File: config.mk
export PLATFORM = sky130hd
export DESIGN_NAME = bcdsc_counter
export DESIGN_NICKNAME = d
export VERILOG_FILES = /design/src/rtl/bcdsc_pkg.sv /design/src/rtl/bcdsc_counter.sv /design/src/rtl/bcdsc_scan_osc.sv
export SDC_FILE = /design/constraint.sdc
export NUM_CORES = 1
export LEC_CHECK = 0
export ABC_AREA = 0
export BUFFER_PORTS_ARGS = -buffer_cell sky130_fd_sc_hd__buf_2
export CAP_MARGIN = 0
export CORE_UTILIZATION = 54
export CTS_BUF_LIST = sky130_fd_sc_hd__clkbuf_8
export CTS_CLUSTER_DIAMETER = 200
export CTS_CLUSTER_SIZE = 14
export DETAILED_ROUTE_END_ITERATION = 6
export PLACE_DENSITY = 0.8
export SYNTH_ARGS = -nofsm -noshare
export SYNTH_HDL_FRONTEND = slang
export SYNTH_HIERARCHICAL = 1
export SYNTH_SLANG_ARGS = --single-unit
File: constraint.sdc
create_clock -name pclk -period 2.2 [get_ports pclk]
set_clock_uncertainty 0.05 [all_clocks]
set_input_delay 0.33 -clock pclk [delete_from_list [all_inputs] [get_ports pclk]]
set_output_delay 0.33 -clock pclk [all_outputs]
set_load 0.05 [all_outputs]
File: src/rtl/bcdsc_pkg.sv
package bcdsc_pkg;

  localparam int DIGITS = 3;
  localparam int BCD_W = 4;
  localparam logic [3:0] BCD_ZERO = 4'h0;
  localparam logic [3:0] BCD_NINE = 4'h9;

  // Clock and scan timing; the scan period is a slow multiplex rate.
  localparam int CLK_PERIOD_NS = 10;
  localparam int SCAN_PERIOD_NS = 1000000;
  localparam int SCAN_DIV_CYCLES = SCAN_PERIOD_NS / CLK_PERIOD_NS;

  // APB register map, byte addresses.
  localparam int ADDR_W = 8;
  localparam logic [7:0] CTRL_OFS = 8'h00;
  localparam logic [7:0] LIVE_OFS = 8'h04;
  localparam logic [7:0] HELD_OFS = 8'h08;
  localparam logic [7:0] STATUS_OFS = 8'h0C;
  localparam logic [3:0] CTRL_RESET = 4'h0;
  localparam int CTRL_W = 4;
  localparam int COUNT_W = DIGITS * BCD_W;
  localparam int STAT_W = 5;

  // Software control word, bit 0 is sw_disable.
  typedef struct packed {
    logic scan_ext;
    logic sw_clear;
    logic sw_hold;
    logic sw_disable;
  } bcdsc_ctrl_t;

  // Pin inputs that cross into the pclk domain.
  typedef struct packed {
    logic master_clear;
    logic latch_hold;
    logic count_disable;
    logic count_clk;
  } bcdsc_pins_t;

  localparam int PIN_N = 4;

  // Digit selector states.
  typedef enum logic [1:0] {
    DIG_FIRST,
    DIG_SECOND,
    DIG_THIRD
  } bcdsc_digit_t;

endpackage : bcdsc_pkg

File: src/rtl/bcdsc_counter.sv
`timescale 1ns/100ps
// Three-digit decimal event counter with latches and multiplexed output.
module bcdsc_counter #(
  parameter int SCAN_DIV = bcdsc_pkg::SCAN_DIV_CYCLES
) (
  // Clock and reset.
  input wire logic pclk,
  input wire logic presetn,
  // APB slave.
  input wire logic psel,
  input wire logic penable,
  input wire logic pwrite,
  input wire logic [bcdsc_pkg::ADDR_W-1:0] paddr,
  input wire logic [31:0] pwdata,
  output logic [31:0] prdata,
  output logic pready,
  output logic pslverr,
  // Pins from the pulse source and the outside party.
  input wire logic count_clk,
  input wire logic count_disable,
  input wire logic latch_hold,
  input wire logic master_clear,
  input wire logic ext_scan_clk,
  // Display side.
  output logic [bcdsc_pkg::BCD_W-1:0] bcd_out,
  output logic [bcdsc_pkg::DIGITS-1:0] digit_sel_n,
  output logic overflow
);

  localparam int N = bcdsc_pkg::DIGITS;
  localparam int W = bcdsc_pkg::BCD_W;
  localparam int P = bcdsc_pkg::PIN_N;

  bcdsc_pkg::bcdsc_pins_t pins_raw, pins_f;
  logic [P-1:0] s1_q, s2_q, s3_q, filt_q;
  logic clk_prev_q, clk_prev_d;
  logic cnt_edge, clear_eff, hold_eff, dis_eff, scan_tick;

  assign pins_raw.count_clk = count_clk;
  assign pins_raw.count_disable = count_disable;
  assign pins_raw.latch_hold = latch_hold;
  assign pins_raw.master_clear = master_clear;
  assign pins_f = filt_q;

  // Each pin passes three flops; a change is accepted only when the
  // second and third agree, which also rejects one-cycle glitches.
  for (genvar p = 0; p < P; p++) begin : g_sync
    logic s1_d, s2_d, s3_d, filt_d;
    always_comb begin
      s1_d = pins_raw[p];
      s2_d = s1_q[p];
      s3_d = s2_q[p];
      filt_d = (s2_q[p] == s3_q[p]) ? s3_q[p] : filt_q[p];
    end
    always_ff @(posedge pclk or negedge presetn) begin
      if (!presetn) begin
        s1_q[p] <= 1'b0;
        s2_q[p] <= 1'b0;
        s3_q[p] <= 1'b0;
        filt_q[p] <= 1'b0;
      end else begin
        s1_q[p] <= s1_d;
        s2_q[p] <= s2_d;
        s3_q[p] <= s3_d;
        filt_q[p] <= filt_d;
      end
    end
  end

  // Software control register.
  bcdsc_pkg::bcdsc_ctrl_t ctrl_q, ctrl_d;

  // Effective controls: pin or software bit.
  always_comb begin
    clear_eff = pins_f.master_clear | ctrl_q.sw_clear;
    hold_eff = pins_f.latch_hold | ctrl_q.sw_hold;
    dis_eff = pins_f.count_disable | ctrl_q.sw_disable;
    clk_prev_d = pins_f.count_clk;
    cnt_edge = clk_prev_q & ~pins_f.count_clk & ~dis_eff & ~clear_eff;
  end

  // Decade stages with a synchronous carry chain, so every stage that
  // rolls does so on the same pclk edge.
  logic [W-1:0] dig_q [N];
  logic [W-1:0] dig_d [N];
  wire logic [N:0] carry;
  assign carry[0] = cnt_edge;

  for (genvar i = 0; i < N; i++) begin : g_stage
    // The carry is a net, so each stage drives only its own carry bit.
    assign carry[i+1] = carry[i] & (dig_q[i] == bcdsc_pkg::BCD_NINE);
    always_comb begin
      dig_d[i] = dig_q[i];
      if (clear_eff) begin
        dig_d[i] = bcdsc_pkg::BCD_ZERO;
      end else if (carry[i]) begin
        if (dig_q[i] == bcdsc_pkg::BCD_NINE) begin
          dig_d[i] = bcdsc_pkg::BCD_ZERO;
        end else begin
          dig_d[i] = dig_q[i] + W'(1);
        end
      end
    end
    always_ff @(posedge pclk or negedge presetn) begin
      if (!presetn) begin
        dig_q[i] <= bcdsc_pkg::BCD_ZERO;
      end else begin
        dig_q[i] <= dig_d[i];
      end
    end
  end

  // Holding latches: transparent while hold is low, frozen while high.
  // Clear does not touch them, so a count survives a held clear.
  logic [W-1:0] held_q [N];
  logic [W-1:0] held_d [N];
  logic [W-1:0] view [N];

  for (genvar i = 0; i < N; i++) begin : g_latch
    always_comb begin
      held_d[i] = hold_eff ? held_q[i] : dig_q[i];
      view[i] = hold_eff ? held_q[i] : dig_q[i];
    end
    always_ff @(posedge pclk or negedge presetn) begin
      if (!presetn) begin
        held_q[i] <= bcdsc_pkg::BCD_ZERO;
      end else begin
        held_q[i] <= held_d[i];
      end
    end
  end

  // Overflow pulse, raised on the same edge that rolls the count from 999 to 000.
  logic ovf_q, ovf_d;
  always_comb begin
    ovf_d = carry[N];
  end

  // Scan tick source, stopped while clearing.
  bcdsc_scan_osc #(
    .DIV_CYCLES(SCAN_DIV)
  ) u_osc (
    .pclk(pclk),
    .presetn(presetn),
    .halt(clear_eff),
    .ext_sel(ctrl_q.scan_ext),
    .ext_scan_clk(ext_scan_clk),
    .scan_tick(scan_tick)
  );

  // Digit selector and multiplexed outputs, all registered so the
  // strobe and its BCD value change on the same edge.
  bcdsc_pkg::bcdsc_digit_t sel_q, sel_d;
  logic [1:0] sel_idx;
  logic [W-1:0] bcd_q, bcd_d;
  logic [N-1:0] strobe_q, strobe_d;

  always_comb begin
    sel_d = sel_q;
    if (clear_eff) begin
      sel_d = bcdsc_pkg::DIG_FIRST;
    end else if (scan_tick) begin
      case (sel_q)
        bcdsc_pkg::DIG_FIRST: sel_d = bcdsc_pkg::DIG_SECOND;
        bcdsc_pkg::DIG_SECOND: sel_d = bcdsc_pkg::DIG_THIRD;
        bcdsc_pkg::DIG_THIRD: sel_d = bcdsc_pkg::DIG_FIRST;
        default: sel_d = bcdsc_pkg::DIG_FIRST;
      endcase
    end
    sel_idx = sel_d;
    bcd_d = view[sel_idx];
    if (clear_eff) begin
      strobe_d = '1;
    end else begin
      strobe_d = ~(N'(1) << sel_idx);
    end
  end

  // APB: read data is fetched in the setup cycle, so the access cycle
  // completes with no wait state.
  logic [31:0] rdata_q, rdata_d;
  logic setup_ph, access_ph, addr_ok;

  always_comb begin
    setup_ph = psel & ~penable;
    access_ph = psel & penable;
    addr_ok = (paddr == bcdsc_pkg::CTRL_OFS) ||
              (paddr == bcdsc_pkg::LIVE_OFS) ||
              (paddr == bcdsc_pkg::HELD_OFS) ||
              (paddr == bcdsc_pkg::STATUS_OFS);
    ctrl_d = ctrl_q;
    if (access_ph && pwrite && paddr == bcdsc_pkg::CTRL_OFS) begin
      ctrl_d = bcdsc_pkg::bcdsc_ctrl_t'(pwdata[bcdsc_pkg::CTRL_W-1:0]);
    end
    rdata_d = rdata_q;
    if (setup_ph) begin
      rdata_d = '0;
      case (paddr)
        bcdsc_pkg::CTRL_OFS:
          rdata_d[bcdsc_pkg::CTRL_W-1:0] = ctrl_q;
        bcdsc_pkg::LIVE_OFS:
          rdata_d[bcdsc_pkg::COUNT_W-1:0] = {dig_q[2], dig_q[1], dig_q[0]};
        bcdsc_pkg::HELD_OFS:
          rdata_d[bcdsc_pkg::COUNT_W-1:0] = {view[2], view[1], view[0]};
        bcdsc_pkg::STATUS_OFS:
          rdata_d[bcdsc_pkg::STAT_W-1:0] = {clear_eff, dis_eff, hold_eff,
                                            sel_q};
        default: rdata_d = '0;
      endcase
    end
  end

  // Registers of the selector, outputs and bus.
  always_ff @(posedge pclk or negedge presetn) begin
    if (!presetn) begin
      sel_q <= bcdsc_pkg::DIG_FIRST;
      bcd_q <= bcdsc_pkg::BCD_ZERO;
      strobe_q <= '1;
      ovf_q <= 1'b0;
      clk_prev_q <= 1'b0;
      ctrl_q <= bcdsc_pkg::CTRL_RESET;
      rdata_q <= '0;
    end else begin
      sel_q <= sel_d;
      bcd_q <= bcd_d;
      strobe_q <= strobe_d;
      ovf_q <= ovf_d;
      clk_prev_q <= clk_prev_d;
      ctrl_q <= ctrl_d;
      rdata_q <= rdata_d;
    end
  end

  assign bcd_out = bcd_q;
  assign digit_sel_n = strobe_q;
  assign overflow = ovf_q;
  assign prdata = rdata_q;
  assign pready = 1'b1;
  assign pslverr = access_ph & ~addr_ok;

  logic [bcdsc_pkg::COUNT_W-1:0] live_vec, held_vec;
  assign live_vec = {dig_q[2], dig_q[1], dig_q[0]};
  assign held_vec = {held_q[2], held_q[1], held_q[0]};
endmodule : bcdsc_counter

File: src/rtl/bcdsc_scan_osc.sv
`timescale 1ns/100ps
// Scan tick source: internal divider or synchronised external scan clock.
module bcdsc_scan_osc #(
  parameter int DIV_CYCLES = bcdsc_pkg::SCAN_DIV_CYCLES
) (
  // Clock and reset.
  input wire logic pclk,
  input wire logic presetn,
  // Control.
  input wire logic halt,
  input wire logic ext_sel,
  input wire logic ext_scan_clk,
  // One-cycle step request.
  output logic scan_tick
);

  localparam int CW = $clog2(DIV_CYCLES + 1);
  localparam logic [CW-1:0] DIV_LAST = CW'(DIV_CYCLES - 1);

  logic [CW-1:0] div_q, div_d;
  logic s1_q, s1_d, s2_q, s2_d, s3_q, s3_d;
  logic lvl_q, lvl_d;
  logic tick_q, tick_d;

  // Next state: the divider is held at zero while halted so the first
  // scan step after clear comes a full period later.
  always_comb begin
    s1_d = ext_scan_clk;
    s2_d = s1_q;
    s3_d = s2_q;
    lvl_d = (s2_q == s3_q) ? s3_q : lvl_q;
    div_d = div_q;
    tick_d = 1'b0;
    if (halt) begin
      div_d = '0;
    end else if (ext_sel) begin
      div_d = '0;
      tick_d = lvl_d & ~lvl_q;
    end else if (div_q == DIV_LAST) begin
      div_d = '0;
      tick_d = 1'b1;
    end else begin
      div_d = div_q + CW'(1);
    end
  end

  // Registers.
  always_ff @(posedge pclk or negedge presetn) begin
    if (!presetn) begin
      div_q <= '0;
      s1_q <= 1'b0;
      s2_q <= 1'b0;
      s3_q <= 1'b0;
      lvl_q <= 1'b0;
      tick_q <= 1'b0;
    end else begin
      div_q <= div_d;
      s1_q <= s1_d;
      s2_q <= s2_d;
      s3_q <= s3_d;
      lvl_q <= lvl_d;
      tick_q <= tick_d;
    end
  end

  assign scan_tick = tick_q;
endmodule : bcdsc_scan_osc

# --- Word-level counts from Yosys, hierarchy flattened ---
# Cells that the tools add are included.
# W data, S select, Z words.
classes:
  n_shift: 1
  order_cmp: 1
  eq_ne: 13
  n_reduce_logical: 10
  add_sub_neg: 4
  n_mux: 29
  bitwise: 21
op_table:
  columns: ["operator", "count"]
  rows:
  - ["$mux W4", 14]
  - ["$mux W17", 3]
  - ["$add A17 B1 Y17 const B", 1]
  - ["$eq A17 B17 Y1 const B", 1]
  - ["$eq A8 B4 Y1 const B", 2]
  - ["$pmux W4 S4", 1]
  - ["$pmux W7 S2", 1]
  - ["$add A4 B1 Y4 const B", 3]
  - ["$eq A4 B4 Y1 const B", 3]
  - ["$and A1 B1 Y1", 10]
  - ["$bmux W4 S2", 1]
  - ["$eq A8 B3 Y1 const B", 1]
  - ["$logic_not A8 Y1", 1]
  - ["$not A1 Y1", 6]
  - ["$reduce_bool A2 Y1", 3]
  - ["$eq A1 B1 Y1", 5]
  - ["$mux W1", 4]
  - ["$mux W2", 2]
  - ["$pmux W2 S2", 1]
  - ["$ge A3 B3 Y1 const B", 1]
  - ["$logic_or A1 B1 Y1", 3]
  - ["$mux W3", 1]
  - ["$not A2 Y3", 1]
  - ["$not A3 Y3", 1]
  - ["6 further kinds", 9]
word_totals:
  ff_bits: 89
  wordCells: 117
  inputBits: 50
  output_inout_bits: 42

# --- Longest topological paths before layout ---
depth:
  word_depth: 8
  mapped_depth: 6
  ltp_nobuf: 6

# --- Modules after synthesis ---
# Netlist, hierarchy kept.
by_module_without_submodules:
  columns: ["module", "cells_per_inst", "area_per_inst_um2", "seq_area_each_um2", "instances"]
  rows:
  - ["bcdsc_counter", 270, 3095.5, 1680.4, 1]
  - ["bcdsc_scan_osc", 94, 997.2, 550.5, 1]

# --- Worst setup path before layout ---
# Ideal clock, no wire load.
synth_path:
  path_type: "reg-to-reg"
  start: "reg u_osc.div_q[0]"
  end: "reg u_osc.div_q[10]"
  setup_ps: 119
  n_path_buf: 1
  synth_period_minus_slack_ps: 1892
  setup_slack_ps: 308
  t_required_ps: 2031
  arrival_time_ps: 1723
  path_stages_with_launch: 7
  cell_sequence: "dfrtp_1 -> ha_1 -> nand4_2 -> or4_4 -> o21ai_2 -> buf_4 -> nor2_1"
synth_between:
  elab_chain_cells: 4
  elab_cells_between_ends: 5
  cone_classes: "add/sub (1); eq/ne (1); mux (3)"
synth_rtl:
  columns: ["element", "line_no", "source"]
  rows:
  - ["from (decl)", "bcdsc_scan_osc.sv:20", "logic [CW-1:0] div_q, div_d;"]
  - ["from (signal assigned)", "bcdsc_scan_osc.sv:57", "div_q <= div_d;"]
  - ["$add A17 B1 Y17 / $eq A17 B17 Y1 (equally long branches)", "bcdsc_scan_osc.sv:43, bcdsc_scan_osc.sv:39", null]
  - ["$mux W17 *", "bcdsc_scan_osc.sv:39", "end else if (div_q == DIV_LAST) begin"]
  - ["$mux W17 *", "bcdsc_scan_osc.sv:36", "end else if (ext_sel) begin"]
  - ["$mux W17 *", "bcdsc_scan_osc.sv:34", "if (halt) begin"]
  - ["via u_osc.div_d[10]", "bcdsc_scan_osc.sv:20", null]
# Mark *: on every way through the listed nets, which the timed path passes. The rest lies on a longest branch.
# A chain may end at the register's enable or synchronous reset.

# --- Worst setup path after layout ---
layout_path:
  start: "reg u_osc.div_q[0]"
  end: "reg u_osc.tick_q, in the netlist u_osc/scan_tick"
layout_between:
  elab_chain_cells: 4
layout_rtl:
  columns: ["element", "line_no", "source"]
  rows:
  - ["$eq A17 B17 Y1", "bcdsc_scan_osc.sv:39", null]
  - ["$mux W1", "bcdsc_scan_osc.sv:39", null]
  - ["$mux W1", "bcdsc_scan_osc.sv:36", null]
  - ["$mux W1", "bcdsc_scan_osc.sv:34", null]
  - ["via u_osc.tick_d", "bcdsc_scan_osc.sv:23", "logic tick_q, tick_d;"]
  - ["to (signal assigned)", "bcdsc_scan_osc.sv:62", "tick_q <= tick_d;"]
  - ["to (decl)", "bcdsc_scan_osc.sv:23", null]
# The timed path passes the listed nets, and every way through them passes these cells.

==> impl_results.md <==
- Num ports: 92
- Fin. Hold Viols: 0
- Starting Density: 56.1%
- Die height: 89.1 µm
- Static leakage: 2.09 nW
- Largest net degree at the start of global routing: 39
- Top area cells in the synthesized netlist: dfrtp_1 53%, buf_4 4.0%, mux2_2 3.9%, nor2_1 3.8%, a221oi_1 2.4%
- Nets: 477
- Clock Tree Buf Depth: 2
- Final worst path period share: 91.2%
- Synth cell types: 55
- Post-route ant nets: 0
- Leading register cell type out of synthesis: dfrtp_1
- DP HPWL: 5410 µm
- Drt total wl: 7610 µm
- Synth Area in XOR/XNOR: 3.85%
- Cell Pwr Density: 692 nW/µm²
- Final Critical Period: 2.01 ns
- Share of the yosys chip area belonging to registers: 54.5%
- Critical Path End Type: register
- EDFF count, synth: 0
- Max Fclk: 498 MHz
- Global-route wire length before repair: 13200 µm
- Initial antenna violation count: 0
- Die width: 89.1 µm
- Total negative slack: 0 ns
- Comb pwr share: 13.1%
- RSZ-0062 raised after global routing: no
- Synthesized area per cell: 11.2 µm²
- VDD IR max: 0.449 mV
- CP max stage delay: 0.52 ns
- P_sw: 0.955 mW
- Core region area: 7290 µm²
- Multi-input logic area: 1690 µm²
- Detailed Routing Iterations Pass 1: 4
- CTS buffer count: 9
- Cell taking the most area after synthesis: dfrtp_1
- Outcome: complete, no violations
- Area delta synth->final: 12.4%
- CP required: 2.43 ns
- Most frequent cell after synthesis: dfrtp_1
- Final setup viols: 0
- Vias: 2846
- Final Util: 63.1%
- Sequential cell area: 2230 µm²
- Initial drt markers: 169
- Final slew viol count: 0
- Startpoint types: register
- Setup repair bufs after CTS: 0
- Worst EP arrival: 2.24 ns
- Asr flop ratio synth: 100%
- Largest family of logic cells by synthesized area: simple AND/OR/NAND/NOR gates
- Routability cong.: 0.848
- Hold WC Path Type: input port to register
- Area share of fa/ha/maj cells after synthesis: 3.36%
- Drt via density: 5.43
- H-Tree Depth: 3
- Total global-route track usage: 22.4%
- Post-Synth Simple-Gate Area: 18.3%
- Max-cap violations: 0
- Vias in the first global route: 2867
- Fill cell count: 581
- Clk sinks: 89
- Crit-path slowest cell: or4_4
- Synth Register Bits: 89
- Mux share of post-synthesis cell area: 5.56%
- P_int: 2.23 mW
- Grt ovf: 0
- Worst Path Class, Setup: register to register
- Flop pwr share: 54.8%
- Sw frac: 30.0%
- DIE AREA: 7930 µm²
- Antenna diode count: 0
- Netlist Area Pre-Place: 4090 µm²
- # DRC: 0
- Worst-Skew Late Latency: 0.36 ns
- Crit-path cells: ha_1 -> nand4_2 -> or4_4 -> or3_1 -> a21oi_1
- Share of the synthesized area in the top cell type: 52.6%
- Warnings from Yosys: 6
- Num rows: 31
- Layout cells sized above 1: 24.2%
- CTS Root Cell: clkbuf_8
- Commonest cells in the netlist: 86 x dfrtp_1, 41 x nor2_1, 22 x buf_4
- Synth Instances: 364
- CTS tree: yes
- Power share of the clock group: 32.1%
- Clock-pin slew on the worst setup and hold paths: 0.09 ns
- Compound-gate portion of the synthesized area: 8.32%
- Port Buf Inserts: 42
- Crit-path max FO: 5
- Average wire per standard cell: 14.5 µm
==> registers in the layout, indices dropped and copies added, names as in the netlist <==
register	cells
dig_q	12
u_osc/lvl_q	1
s3_q	4
ctrl_q	4
bcd_out	4
held_q	12
u_osc/s1_q	1
clk_prev_q	1
clk_prev_d	1
g_sync.s2_d	4
sel_q	2
overflow	1
u_osc/s2_q	1
digit_sel_n	3
g_sync.s3_d	4
u_osc/div_q	17
u_osc/scan_tick	1
u_osc/s3_q	1
filt_q	3
prdata	12
==> area by class of cell <==
cell class / count / share of cell area (%)
Inverter: 13 / 1.06
Clock buffer: 9 / 2.69
Multi-Input combinational cell: 252 / 36.8
Timing Repair Buffer: 55 / 7.13
Clock inverter: 7 / 1.17
Tap cell: 99 / 2.69
Sequential cell: 89 / 48.5
==> worst paths after layout <==
check,startpoint,to,slack (ns),depth (start not counted)
max,u_osc/div_q[0],u_osc/scan_tick,0.19,5
min,master_clear,g_sync[3].s2_d,0.02,1
max reg2reg,u_osc/div_q[0],u_osc/scan_tick,0.19,5
min reg2reg,u_osc/s1_q,u_osc/s2_q,0.30,0
max in group asynchronous,presetn,u_osc/div_q[1],1.05,3
min in group asynchronous,presetn,prdata[1],0.42,2
==> power groups by stage <==
| stage | combinational [mW] | sequential [mW] | clock (mW) |
|---|---|---|---|
| 2_1_floorplan | 0.243 | 1.85 | 0 |
| 3_3_place_gp | 0.408 | 1.77 | 0 |
| 3_5_place_dp | 0.416 | 1.77 | 0 |
| 4_1_cts | 0.419 | 1.74 | 1.05 |
| 5_1_grt | 0.459 | 1.75 | 1.12 |
| 6_report | 0.417 | 1.74 | 1.02 |
==> cells in the final DEF (no fill, tap or decap), types with 9 or more instances in the layout <==
cell / n
clkbuf_8: 9
nor2_1: 41
a221oi_1: 11
xnor2_1: 11
nand2_1: 16
buf_4: 11
inv_1: 12
dfrtp_1: 86
nor3_1: 9
mux2_2: 14
buf_2: 41
nand3_1: 14
o21ai_0: 15
conb_1: 21
==> worst max-delay path, delay by kind of cell, from the launching register on <==
kind,cells,cell delay [ns]
AO/OA/AOI/OAI,1,0.14
flip-flops,1,0.42
AND/OR/NAND/NOR,3,1.07
adder cells (fa/ha/maj),1,0.26
==> through the flow <==
step | cells | power [mW] | hold slack [ns] | setup WS (ns) | area, µm²
2_1_floorplan | 383 | 2.09 | -0.0156 | 0.308 | 4160
6_report | 524 | 3.18 | 0.0214 | 0.193 | 4600
3_5_place_dp | 506 | 2.19 | 0.281 | 0.221 | 4400
5_1_grt | 524 | 3.33 | 0.00132 | 0.0621 | 4600
3_3_place_gp | 506 | 2.18 | 0.270 | 0.224 | 4400
4_1_cts | 523 | 3.21 | 0.00792 | 0.197 | 4590
==> metal layers <==
metal / global-route usage (%) / part of all wire [%] / routed length (µm) / vias up
li1: - / - / - / 1360
met1: 27.8 / 43 / 3300 / 1387
met2: 38.3 / 50 / 3780 / 79
met3: 4.62 / 4.4 / 335 / 20
met4: 9.52 / 2.6 / 197 / 0
met5: 0 / 0 / 0 / -
==> repair_timing <==
action	4_1_cts	5_1_grt
resized for setup	0	0
endpoints found under the hold margin	36	1
hold buffers	1	1
==> logic make-up after synthesis <==
logic type      Yosys count
fa+ha+maj                12
simple gates            130
xor+xnor                 18
flops                    89
compound gates           50
other cells               2
mux                      21
buf+inv                  42
No activity file was read; power rests on OpenSTA's default activity.
